## config.mk

```make
export PLATFORM = sky130hd
export DESIGN_NAME = lgx_ext_cmd
export DESIGN_NICKNAME = d
export VERILOG_FILES = /design/src/hdl/lgx_ext_cmd.v /design/src/hdl/lgx_num_acc.v
export VERILOG_INCLUDE_DIRS = /design/src /design/src/common
export SDC_FILE = /design/constraint.sdc
export NUM_CORES = 2
export LEC_CHECK = 0
export BUFFER_PORTS_ARGS = -buffer_cell sky130_fd_sc_hd__buf_2
export CORE_UTILIZATION = 55
export DETAILED_ROUTE_END_ITERATION = 6
export HOLD_SLACK_MARGIN = 0.03
export PLACE_DENSITY = 0.72
export SETUP_SLACK_MARGIN = 0.02
export SYNTH_ARGS = -nofsm -noshare
export SYNTH_HDL_FRONTEND = slang
export SYNTH_SLANG_ARGS = --single-unit
```

## constraint.sdc

```tcl
create_clock -name pclk -period 11.25 [get_ports pclk]
set_input_delay 0.5625 -clock pclk [delete_from_list [all_inputs] [get_ports pclk]]
set_output_delay 0.5625 -clock pclk [all_outputs]
set_load 0.005 [all_outputs]
```

## src/common/lgx_map.vh

```
//////////////////////////////////////////////////////////////////////
// Contract
// - level entry recomputes offset to match reading
// - density setup: level command sets density instead
// - missing line means line 1; missing level: keep
// - missing units: use currently selected level units
// - mode command reports, or sets when given
// - mode 0 on request, mode 1 continuous
// - level, mode, time answer address, ttt, 1
// - averaging time 0..900 seconds, optional, stored
// - units codes 0..6, code 9 user units
// - units command updates only present arguments
// - units command answers count 2, units, digits
// - data after level command gives resulting offset; in density setup it gives density
//////////////////////////////////////////////////////////////////////
`ifndef LGX_MAP_VH
`define LGX_MAP_VH

// register byte offsets
`define LGX_CTRL_OFS     8'h00
`define LGX_STAT_OFS     8'h04
`define LGX_AVG_OFS      8'h08
`define LGX_OFS1_OFS     8'h0c
`define LGX_OFS2_OFS     8'h10
`define LGX_DENS_OFS     8'h14
`define LGX_RDG1_OFS     8'h18
`define LGX_RDG2_OFS     8'h1c
`define LGX_DATA0_OFS    8'h20
`define LGX_DATA1_OFS    8'h24

// control fields
`define LGX_CTRL_ADDR_MSB 7
`define LGX_CTRL_DENS_BIT 8
// status fields
`define LGX_STAT_MODE_BIT 0
`define LGX_STAT_UNIT_LSB 4
`define LGX_STAT_DIG_LSB  8
`define LGX_STAT_CNT_LSB  12

// reset values
`define LGX_ADDR_RST     8'h30
`define LGX_UNITS_RST    4'h0
`define LGX_DIGITS_RST   4'h2
`define LGX_AVG_RST      10'h000

// argument limits
`define LGX_AVG_MAX      10'd900
`define LGX_UNITS_LAST   4'h6
`define LGX_UNITS_COMPAT 4'h9
`define LGX_DIGITS_MAX   4'h7

// completion time in seconds
`define LGX_DONE_SEC     1

// characters
`define LGX_CH_X     8'h58
`define LGX_CH_S     8'h53
`define LGX_CH_O     8'h4f
`define LGX_CH_M     8'h4d
`define LGX_CH_T     8'h54
`define LGX_CH_U     8'h55
`define LGX_CH_P     8'h50
`define LGX_CH_PLUS  8'h2b
`define LGX_CH_MINUS 8'h2d
`define LGX_CH_DOT   8'h2e
`define LGX_CH_BANG  8'h21
`define LGX_CH_ZERO  8'h30
`define LGX_CH_CR    8'h0d
`define LGX_CH_LF    8'h0a

`endif

```

## src/hdl/lgx_ext_cmd.v

```verilog
// The APB slave port and the register addresses were left to the implementer.
`timescale 1ns/1ps
`default_nettype none
`include "lgx_map.vh"
// extended command interpreter of the level gauge
module lgx_ext_cmd (
  input  wire        pclk,
  input  wire        presetn,
  input  wire        ce,
  input  wire        psel,
  input  wire        penable,
  input  wire        pwrite,
  input  wire [7:0]  paddr,
  input  wire [31:0] pwdata,
  output reg  [31:0] prdata,
  output reg         pready,
  output reg         pslverr,
  input  wire        rx_valid,
  input  wire [7:0]  rx_byte,
  output reg         rx_ready,
  output reg         tx_valid,
  output reg  [7:0]  tx_byte,
  input  wire        tx_ready,
  output reg         continuous_mode
);

  //////////////////////////////////////////////////////////////////
  // states and constants
  localparam [7:0] S_IDLE = 8'b0000_0001; // wait for address
  localparam [7:0] S_X    = 8'b0000_0010; // wait for X
  localparam [7:0] S_C1   = 8'b0000_0100; // first command letter
  localparam [7:0] S_C2   = 8'b0000_1000; // second command letter
  localparam [7:0] S_ARG  = 8'b0001_0000; // arguments up to bang
  localparam [7:0] S_SKIP = 8'b0010_0000; // silent until bang
  localparam [7:0] S_EXEC = 8'b0100_0000; // apply command
  localparam [7:0] S_RESP = 8'b1000_0000; // send answer

  localparam [3:0] C_LVL  = 4'b0001;      // set water level
  localparam [3:0] C_MODE = 4'b0010;      // operating mode
  localparam [3:0] C_AVG  = 4'b0100;      // averaging time
  localparam [3:0] C_UNIT = 4'b1000;      // level units

  localparam [31:0] T_HUN = `LGX_CH_ZERO + (`LGX_DONE_SEC / 100);
  localparam [31:0] T_TEN = `LGX_CH_ZERO + ((`LGX_DONE_SEC / 10) % 10);
  localparam [31:0] T_ONE = `LGX_CH_ZERO + (`LGX_DONE_SEC % 10);
  localparam [2:0] RESP_LAST = 3'd6;      // address ttt n cr lf

  //////////////////////////////////////////////////////////////////
  // helpers
  function is_digit;
    input [7:0] ch;
    begin
      is_digit = (ch >= 8'h30) && (ch <= 8'h39);
    end
  endfunction

  function is_sign;
    input [7:0] ch;
    begin
      is_sign = (ch == `LGX_CH_PLUS) || (ch == `LGX_CH_MINUS);
    end
  endfunction

  // answer character by position
  function [7:0] resp_char;
    input [2:0] idx;
    input [7:0] addr;
    input [1:0] cnt;
    begin
      case (idx)
        3'd0:    resp_char = addr;
        3'd1:    resp_char = T_HUN[7:0];
        3'd2:    resp_char = T_TEN[7:0];
        3'd3:    resp_char = T_ONE[7:0];
        3'd4:    resp_char = `LGX_CH_ZERO + {6'h00, cnt};
        3'd5:    resp_char = `LGX_CH_CR;
        default: resp_char = `LGX_CH_LF;
      endcase
    end
  endfunction

  //////////////////////////////////////////////////////////////////
  // state
  reg  [7:0]  state_q;     // one-hot interpreter state
  reg  [3:0]  cmd_q;       // decoded command
  reg  [7:0]  want_q;      // expected second letter
  reg  [1:0]  line_q;      // selected line
  reg         arg_open_q;  // number being typed
  reg  [1:0]  arg_cnt_q;   // arguments closed so far
  reg  [31:0] arg_h_q [0:2]; // arguments in hundredths
  reg  [31:0] arg_i_q [0:2]; // integer parts
  reg  [2:0]  tx_idx_q;    // answer position

  reg  [7:0]  addr_q;      // own sensor address
  reg         dens_cfg_q;  // dual-line density setup
  reg         mode_q;      // 1 continuous
  reg  [3:0]  units_q;     // level units code
  reg  [3:0]  digits_q;    // digits right of point
  reg  [9:0]  avg_q;       // averaging seconds
  reg  [31:0] ofs1_q;      // line 1 offset
  reg  [31:0] ofs2_q;      // line 2 offset
  reg  [31:0] dens_q;      // density g/ml hundredths
  reg  [31:0] rdg1_q;      // line 1 reading, current units
  reg  [31:0] rdg2_q;      // line 2 reading, current units
  reg  [31:0] data0_q;     // first value for data request
  reg  [31:0] data1_q;     // second value for data request
  reg  [1:0]  dcnt_q;      // number of values

  wire        rx_take = rx_valid && rx_ready;
  wire        ch_sign = is_sign(rx_byte);
  wire        ch_dig  = is_digit(rx_byte);
  wire        ch_bang = (rx_byte == `LGX_CH_BANG);
  wire        ch_dot  = (rx_byte == `LGX_CH_DOT);
  wire [31:0] num_h;       // number being typed, hundredths
  wire [31:0] num_i;       // integer part of it

  //////////////////////////////////////////////////////////////////
  // number accumulator
  lgx_num_acc #(.W(32)) u_num (
    .pclk    (pclk),
    .presetn (presetn),
    .ce      (ce),
    .start   (state_q == S_ARG && rx_take && ch_sign),
    .neg     (rx_byte == `LGX_CH_MINUS),
    .dig_v   (state_q == S_ARG && rx_take && ch_dig && arg_open_q),
    .dig     (rx_byte[3:0]),
    .dot     (state_q == S_ARG && rx_take && ch_dot && arg_open_q),
    .val_h   (num_h),
    .val_i   (num_i)
  );

  //////////////////////////////////////////////////////////////////
  // argument presence and values
  wire        a0 = (arg_cnt_q != 2'd0);
  wire        a1 = (arg_cnt_q >  2'd1);
  wire [31:0] lvl_rdg = (line_q == 2'd2) ? rdg2_q : rdg1_q;
  wire [31:0] lvl_ofs = (line_q == 2'd2) ? ofs2_q : ofs1_q;
  // offset shifts by the gap between entered and measured level
  wire [31:0] ofs_new = lvl_ofs + arg_h_q[0] - lvl_rdg;
  wire        avg_ok  = (arg_i_q[0][31:10] == 22'd0) &&
                        (arg_i_q[0][9:0] <= `LGX_AVG_MAX);
  wire        unit_ok = (arg_i_q[0][31:4] == 28'd0) &&
                        ((arg_i_q[0][3:0] <= `LGX_UNITS_LAST) ||
                         (arg_i_q[0][3:0] == `LGX_UNITS_COMPAT));
  wire        dig_ok  = (arg_i_q[1][31:4] == 28'd0) &&
                        (arg_i_q[1][3:0] <= `LGX_DIGITS_MAX);

  //////////////////////////////////////////////////////////////////
  // interpreter
  always @(posedge pclk or negedge presetn) begin
    if (!presetn) begin
      state_q    <= S_IDLE;
      cmd_q      <= 4'h0;
      want_q     <= 8'h00;
      line_q     <= 2'd1;
      arg_open_q <= 1'b0;
      arg_cnt_q  <= 2'd0;
      arg_h_q[0] <= 32'h0;
      arg_h_q[1] <= 32'h0;
      arg_h_q[2] <= 32'h0;
      arg_i_q[0] <= 32'h0;
      arg_i_q[1] <= 32'h0;
      arg_i_q[2] <= 32'h0;
      tx_idx_q   <= 3'd0;
      tx_valid   <= 1'b0;
      tx_byte    <= 8'h00;
      rx_ready   <= 1'b1;
      mode_q     <= 1'b0;
      units_q    <= `LGX_UNITS_RST;
      digits_q   <= `LGX_DIGITS_RST;
      avg_q      <= `LGX_AVG_RST;
      ofs1_q     <= 32'h0;
      ofs2_q     <= 32'h0;
      dens_q     <= 32'h0;
      data0_q    <= 32'h0;
      data1_q    <= 32'h0;
      dcnt_q     <= 2'd0;
      continuous_mode <= 1'b0;
    end else if (ce) begin
      continuous_mode <= mode_q;
      case (state_q)
        // foreign address keeps the line silent
        S_IDLE: if (rx_take && !ch_bang) begin
          if (rx_byte == addr_q)
            state_q <= S_X;
          else
            state_q <= S_SKIP;
        end
        S_X: if (rx_take) begin
          if (ch_bang)
            state_q <= S_IDLE;
          else if (rx_byte == `LGX_CH_X)
            state_q <= S_C1;
          else
            state_q <= S_SKIP;
        end
        // first letter, fresh argument state
        S_C1: if (rx_take) begin
          line_q     <= 2'd1;
          arg_open_q <= 1'b0;
          arg_cnt_q  <= 2'd0;
          if (ch_bang) begin
            state_q <= S_IDLE;
          end else if (rx_byte == `LGX_CH_S) begin
            cmd_q   <= C_LVL;
            state_q <= S_ARG;
          end else if (rx_byte == `LGX_CH_T) begin
            cmd_q   <= C_AVG;
            state_q <= S_ARG;
          end else if (rx_byte == `LGX_CH_O) begin
            cmd_q   <= C_MODE;
            want_q  <= `LGX_CH_M;
            state_q <= S_C2;
          end else if (rx_byte == `LGX_CH_U) begin
            cmd_q   <= C_UNIT;
            want_q  <= `LGX_CH_P;
            state_q <= S_C2;
          end else begin
            state_q <= S_SKIP;
          end
        end
        S_C2: if (rx_take) begin
          if (ch_bang)
            state_q <= S_IDLE;
          else if (rx_byte == want_q)
            state_q <= S_ARG;
          else
            state_q <= S_SKIP;
        end
        // arguments; a sign opens one and closes the previous
        S_ARG: if (rx_take) begin
          if (ch_sign || ch_bang) begin
            if (arg_open_q && arg_cnt_q != 2'd3) begin
              arg_h_q[arg_cnt_q] <= num_h;
              arg_i_q[arg_cnt_q] <= num_i;
              arg_cnt_q          <= arg_cnt_q + 2'd1;
            end
            arg_open_q <= ch_sign;
            if (ch_bang)
              state_q <= S_EXEC;
          end else if (ch_dig && !arg_open_q && arg_cnt_q == 2'd0
                       && cmd_q == C_LVL) begin
            // line selector digit, no sign before it
            line_q <= (rx_byte[3:0] == 4'd2) ? 2'd2 : 2'd1;
          end else if (!(ch_dig || ch_dot) || !arg_open_q) begin
            state_q <= S_SKIP;
          end
        end
        // apply and load data request values
        S_EXEC: begin
          dcnt_q  <= 2'd1;
          data1_q <= 32'h0;
          case (cmd_q)
            C_LVL: begin
              if (dens_cfg_q) begin
                // units argument never used for density
                if (a0)
                  dens_q <= arg_h_q[0];
                data0_q <= a0 ? arg_h_q[0] : dens_q;
              end else begin
                // level taken in current units, u never converts
                if (a0 && line_q == 2'd2)
                  ofs2_q <= ofs_new;
                else if (a0)
                  ofs1_q <= ofs_new;
                data0_q <= a0 ? ofs_new : lvl_ofs;
              end
            end
            C_MODE: begin
              if (a0 && arg_i_q[0][31:1] == 31'd0)
                mode_q <= arg_i_q[0][0];
              data0_q <= (a0 && arg_i_q[0][31:1] == 31'd0) ?
                         arg_i_q[0] : {31'd0, mode_q};
            end
            C_AVG: begin
              if (a0 && avg_ok)
                avg_q <= arg_i_q[0][9:0];
              data0_q <= (a0 && avg_ok) ?
                         arg_i_q[0] : {22'd0, avg_q};
            end
            C_UNIT: begin
              dcnt_q <= 2'd2;
              if (a0 && unit_ok)
                units_q <= arg_i_q[0][3:0];
              if (a1 && dig_ok)
                digits_q <= arg_i_q[1][3:0];
              data0_q <= (a0 && unit_ok) ?
                         arg_i_q[0] : {28'd0, units_q};
              data1_q <= (a1 && dig_ok) ?
                         arg_i_q[1] : {28'd0, digits_q};
            end
            default: data0_q <= 32'h0;
          endcase
          rx_ready <= 1'b0;
          tx_idx_q <= 3'd0;
          tx_valid <= 1'b1;
          tx_byte  <= addr_q;
          state_q  <= S_RESP;
        end
        // answer, one character per handshake
        S_RESP: if (tx_valid && tx_ready) begin
          if (tx_idx_q == RESP_LAST) begin
            tx_valid <= 1'b0;
            rx_ready <= 1'b1;
            state_q  <= S_IDLE;
          end else begin
            tx_idx_q <= tx_idx_q + 3'd1;
            tx_byte  <= resp_char(tx_idx_q + 3'd1, addr_q, dcnt_q);
          end
        end
        S_SKIP: if (rx_take && ch_bang)
          state_q <= S_IDLE;
        default: state_q <= S_IDLE;
      endcase
    end
  end

  //////////////////////////////////////////////////////////////////
  // apb slave, one wait state per access
  wire        apb_acc = psel && penable && pready;
  wire        hit_rw  = (paddr == `LGX_CTRL_OFS) ||
                        (paddr == `LGX_RDG1_OFS) ||
                        (paddr == `LGX_RDG2_OFS);
  wire        hit_ro  = (paddr == `LGX_STAT_OFS) ||
                        (paddr == `LGX_AVG_OFS)  ||
                        (paddr == `LGX_OFS1_OFS) ||
                        (paddr == `LGX_OFS2_OFS) ||
                        (paddr == `LGX_DENS_OFS) ||
                        (paddr == `LGX_DATA0_OFS) ||
                        (paddr == `LGX_DATA1_OFS);
  reg  [31:0] rd_mux;  // read value by address

  always @* begin
    rd_mux = 32'h0;
    case (paddr)
      `LGX_CTRL_OFS: begin
        rd_mux[`LGX_CTRL_ADDR_MSB:0] = addr_q;
        rd_mux[`LGX_CTRL_DENS_BIT]   = dens_cfg_q;
      end
      `LGX_STAT_OFS: begin
        rd_mux[`LGX_STAT_MODE_BIT]             = mode_q;
        rd_mux[`LGX_STAT_UNIT_LSB+3:`LGX_STAT_UNIT_LSB] = units_q;
        rd_mux[`LGX_STAT_DIG_LSB+3:`LGX_STAT_DIG_LSB]   = digits_q;
        rd_mux[`LGX_STAT_CNT_LSB+1:`LGX_STAT_CNT_LSB]   = dcnt_q;
      end
      `LGX_AVG_OFS:   rd_mux[9:0] = avg_q;
      `LGX_OFS1_OFS:  rd_mux = ofs1_q;
      `LGX_OFS2_OFS:  rd_mux = ofs2_q;
      `LGX_DENS_OFS:  rd_mux = dens_q;
      `LGX_RDG1_OFS:  rd_mux = rdg1_q;
      `LGX_RDG2_OFS:  rd_mux = rdg2_q;
      `LGX_DATA0_OFS: rd_mux = data0_q;
      `LGX_DATA1_OFS: rd_mux = data1_q;
      default:        rd_mux = 32'h0;
    endcase
  end

  // writes land only at the edge where pready is seen high
  always @(posedge pclk or negedge presetn) begin
    if (!presetn) begin
      pready     <= 1'b0;
      pslverr    <= 1'b0;
      prdata     <= 32'h0;
      addr_q     <= `LGX_ADDR_RST;
      dens_cfg_q <= 1'b0;
      rdg1_q     <= 32'h0;
      rdg2_q     <= 32'h0;
    end else if (ce) begin
      pready  <= psel && penable && !pready;
      pslverr <= psel && penable && !pready && !(hit_rw || hit_ro);
      if (psel && penable && !pready)
        prdata <= rd_mux;
      if (apb_acc && pwrite) begin
        case (paddr)
          `LGX_CTRL_OFS: begin
            addr_q     <= pwdata[`LGX_CTRL_ADDR_MSB:0];
            dens_cfg_q <= pwdata[`LGX_CTRL_DENS_BIT];
          end
          `LGX_RDG1_OFS: rdg1_q <= pwdata;
          `LGX_RDG2_OFS: rdg2_q <= pwdata;
          default:       rdg1_q <= rdg1_q;
        endcase
      end
    end
  end

endmodule // lgx_ext_cmd
`default_nettype wire

```

## src/hdl/lgx_num_acc.v

```verilog
`timescale 1ns/1ps
`default_nettype none
// signed decimal accumulator, value kept in hundredths
module lgx_num_acc #(
  parameter W = 32
) (
  input  wire         pclk,
  input  wire         presetn,
  input  wire         ce,
  input  wire         start,
  input  wire         neg,
  input  wire         dig_v,
  input  wire [3:0]   dig,
  input  wire         dot,
  output wire [W-1:0] val_h,
  output wire [W-1:0] val_i
);
  reg [W-1:0] acc_q;   // digits up to the second fraction digit
  reg [W-1:0] int_q;   // integer part only
  reg [1:0]   frac_q;  // fraction digits kept
  reg         dot_q;   // point seen
  reg         neg_q;   // minus sign

  // digits past the second fraction digit are dropped, not rounded
  always @(posedge pclk or negedge presetn) begin
    if (!presetn) begin
      acc_q  <= {W{1'b0}};
      int_q  <= {W{1'b0}};
      frac_q <= 2'd0;
      dot_q  <= 1'b0;
      neg_q  <= 1'b0;
    end else if (ce) begin
      if (start) begin
        acc_q  <= {W{1'b0}};
        int_q  <= {W{1'b0}};
        frac_q <= 2'd0;
        dot_q  <= 1'b0;
        neg_q  <= neg;
      end else if (dot) begin
        dot_q <= 1'b1;
      end else if (dig_v && frac_q != 2'd2) begin
        acc_q <= acc_q * 4'd10 + {{(W-4){1'b0}}, dig};
        if (dot_q)
          frac_q <= frac_q + 2'd1;
        else
          int_q <= int_q * 4'd10 + {{(W-4){1'b0}}, dig};
      end
    end
  end

  wire [W-1:0] mag_h = (frac_q == 2'd0) ? acc_q * 7'd100 :
                       (frac_q == 2'd1) ? acc_q * 4'd10 : acc_q;
  assign val_h = neg_q ? (~mag_h + 1'b1) : mag_h;
  assign val_i = neg_q ? (~int_q + 1'b1) : int_q;
endmodule // lgx_num_acc
`default_nettype wire
```

==> metrics.md <==
| Metric | Value |
|---|---|
| I/O pin count | 101 |
| Post-Syn Area | 34,460 um2 |
| Largest family of logic cells by synthesized area | compound AO/OA/AOI/OAI gates |
| Share of the synthesized area in the top cell type | 34.86% |
| PwrDens | 95.70 nW/um2 |
| CP endpoint kind | register |
| Diodes inserted | 0 |
| Total gr overflow | 0 |
| Synth warn | 0 |
| Routed Antenna Nets | 0 |
| CP peak stage delay | 0.67 ns |
| Post-synthesis sequential area ratio | 35.31% |
| DR iter-0 viols | between 3,000 and 4,000 |
| DR DRC count | 0 |
| FF/Latch Area | around 12,000 um2 |
| Final clock skew | 0.02245 ns |
| CTS buffer count | 50 |
| WP data arrival | about 6.3 ns |
| Syn_nets | about 4,200 |
| RSZ-0062 raised after global routing | no |
| Syn_area_per_cell | 8.995 um2 |
| Status | finished clean |
| CTS tree | built |
| Synth unique cells | 87 |
| Clk buf depth | 3 |
| Core box area | 61,830 um2 |
| Hold WS | 0.2038 ns |
| CP Class | register to register |
| Clock sinks | 486 |
| Least-Margin Pin Slew | roughly 1.1 ns |
| Area occupied by multi-input gates | between 20,000 and 25,000 um2 |
| Yosys reg bits | slightly below 500 |
| Clk pin slew, worst setup/hold paths | 0.07 ns |
| Clk_lat worst skew | 0.61 ns |
| Async set or reset register ratio after synthesis | between 90% and 100% |
| Synth Area in XOR/XNOR | 5.490% |
| Top delay family on crit path | compound AO/OA/AOI/OAI gates |
| Vias | 29,232 |
| Max Fclk | 172.8 MHz |
| Commonest cells in the netlist | 491 x nand2_1, 480 x dfrtp_1, 316 x o21ai_0 |
| Cells after Synth | about 3,800 |
| Largest net degree at the start of global routing | 110 |
| Area leader, netlist | dfrtp_1 |
| H-tree depth | 2 |
| Crit start category | register |
| Post CTS Setup Buffer Count | 0 |
| Tmin final | 5.787 ns |
| Complex-gate fraction of the synthesized area | 18.66% |
| Area delta synth->final | 8.206% |
| Top area cells in the synthesized netlist | dfrtp_1 35%, ha_1 8.6%, nand2_1 5.3% |
| First-pass GRT wire length | 152.9 mm |
| Clock root buffer | clkbuf_16 |
| Final cycle utilization of the critical path | around half |
| Required @ worst endpoint | 11.74 ns |
| Die height | 252.3 um |
| Initial Util | between 50% and 60% |
| Critical path, cell by cell | nand2b_2 > buf_4 > nand2_1 > nand2_1 > fa_1 > ha_1 > a2111oi_0 > o21ai_0 > a32oi_1 > o2111ai_1 > a21oi_1 > o21ai_0 > a221oi_1 > o21bai_1 > xnor2_1 > o221ai_1 > a22o_1 |
| NumNets Final | 4,188 |
| Filler Cells Inserted | about 5,400 |
| WL final | between 90 and 100 mm |
| Die W | ~250 um |
| Fin. max-slew vios | 0 |
| Initial antenna violation count | 0 |
| TNS Setup | 0 ns |
| Post-synthesis adder-cell area fraction | 12.07% |
| Max Cap Violations | 0 |
| Layout cells sized above 1 | 10.97% |
| Final hold violations | 0 |
| Number of flops mapped to enable cells by yosys | 0 |
| Leak | roughly 18 nW |
| # rows | 91 |
| Via density per instance | 6.206 |
| DP HPWL | 68.46 mm |
| Slew HR | around 25% |
| Die ar. | 63,660 um2 |
| VDD IR-drop max | 0.09360 mV |
| Multiplexer share of the synthesized area | 7.904% |
| GRT Total Usage | between 20% and 30% |
| Worst Path Max Fanout | 50 |
| CP max stage cell | a32oi_1 |
| Synth Flop Type | dfrtp_1 |
| PortBufs | 100 |
| Routed len/inst | 20.15 um |
| Count leader, synth | nand2_1 |
| Simple-gate share of the synthesized area | between 15 and 20% |
| Setup violators final | 0 |
| CP bufs+invs | 1 |
| Drt pass-1 iters | 6 |
| Number of global-route vias before repair | 27,643 |
| GPL Wtd Cong | approximately 0.95 |
| Worst hold-check path type | input port to register |
cell families (layout without fill, tap and decap cells):
logic type | Yosys count | in the layout
buffers and inverters | 382 | 424
adder cells (fa/ha/maj) | 297 | 297
XOR/XNOR | 216 | 216
AO/OA/AOI/OAI | 1008 | 1008
flip-flops | 486 | 486
AND/OR/NAND/NOR | 1192 | 1192
multiplexers | 250 | 250
report_power, final:
part	leakage, nW	internal [mW]	switching (mW)	total (mW)
clock network	0.809	0.953	0.718	1.67
registers	6.74	1.75	0.00498	1.76
logic	10.6	0.0389	0.100	0.139
layout make-up:
class	count	share of cell area [%]
multi-input combinational	2963	56.07
sequential	486	32.64
inverter	192	1.933
clock inverter	24	0.6476
tap	837	2.809
clock buffer	66	3.681
timing repair buffer	142	2.221
final timing paths:
kind                                 start          end  slack (ns)  depth (start not counted)
worst max-delay path             line_q[0]  data0_q[30]        5.46                         17
worst min-delay path            pwdata[25]   rdg1_q[25]        0.20                          2
worst max register to register   line_q[0]  data0_q[30]        5.46                         17
worst min register to register  prdata[25]   prdata[25]        0.47                          1
max in group asynchronous          presetn  arg_i_q[82]        8.44                          4
min in group asynchronous          presetn   prdata[21]        0.55                          2
registers in the layout (all words and copies together) (netlist names), 3 cells and up:
name         flops
digits_q         4
avg_q           10
data0_q         32
tx_byte          8
cmd_q            4
units_q          4
dens_q          32
state_q          8
data1_q         32
addr_q           8
u_num.int_q     32
rdg2_q          32
tx_idx_q         3
arg_i_q         64
u_num.acc_q     32
ofs1_q          32
arg_h_q         32
rdg1_q          32
want_q           3
prdata          32
ofs2_q          32
timing repair:
item	4_1_cts	5_1_grt
resized for setup	0	0
hold buffers	1	0
hold endpoints to repair	15	0
metrics by stage:
stage / utilization (%) / power, mW / instances / area, um2 / setup WS, ns
6_report: 60.31 / 3.568 / 4710 / 37290 / 5.463
2_1_floorplan: - / 1.856 / 3831 / 34460 / 5.788
3_5_place_dp: 57.69 / 1.930 / 4619 / 35660 / 5.592
5_1_grt: 60.31 / 3.670 / 4710 / 37290 / 4.950
3_3_place_gp: 57.69 / 1.928 / 4619 / 35660 / 5.664
4_1_cts: 60.31 / 3.592 / 4710 / 37290 / 5.536
cells in the final DEF (no fill, tap or decap), types with 24 or more instances in the layout:
cell         n
nand2_1    489
dfrtp_1    480
o21ai_0    316
ha_1       236
a21oi_1    234
nor2_1     204
inv_1      191
mux2_2     146
nand3_1    112
xnor2_1    108
xor2_1     108
mux2i_1    100
buf_2       99
a21o_1      62
and2_1      60
fa_1        59
nor3_1      57
clkbuf_16   51
buf_4       41
nand2b_1    40
a211oi_1    37
a221oi_1    36
a222oi_1    36
nor4_1      35
o31ai_1     30
a22oi_1     28
nor2b_1     26
a31oi_1     26
or3_1       25
and3_1      24
routing by layer:
metal,track usage [%],up-vias,wire [um]
met2,46.83,1120,42430
met3,3.852,179,7203
li1,-,13793,-
met5,0,-,0
met1,42.98,14140,42450
met4,9.628,0,2810
(Power assumes the default switching activity.)
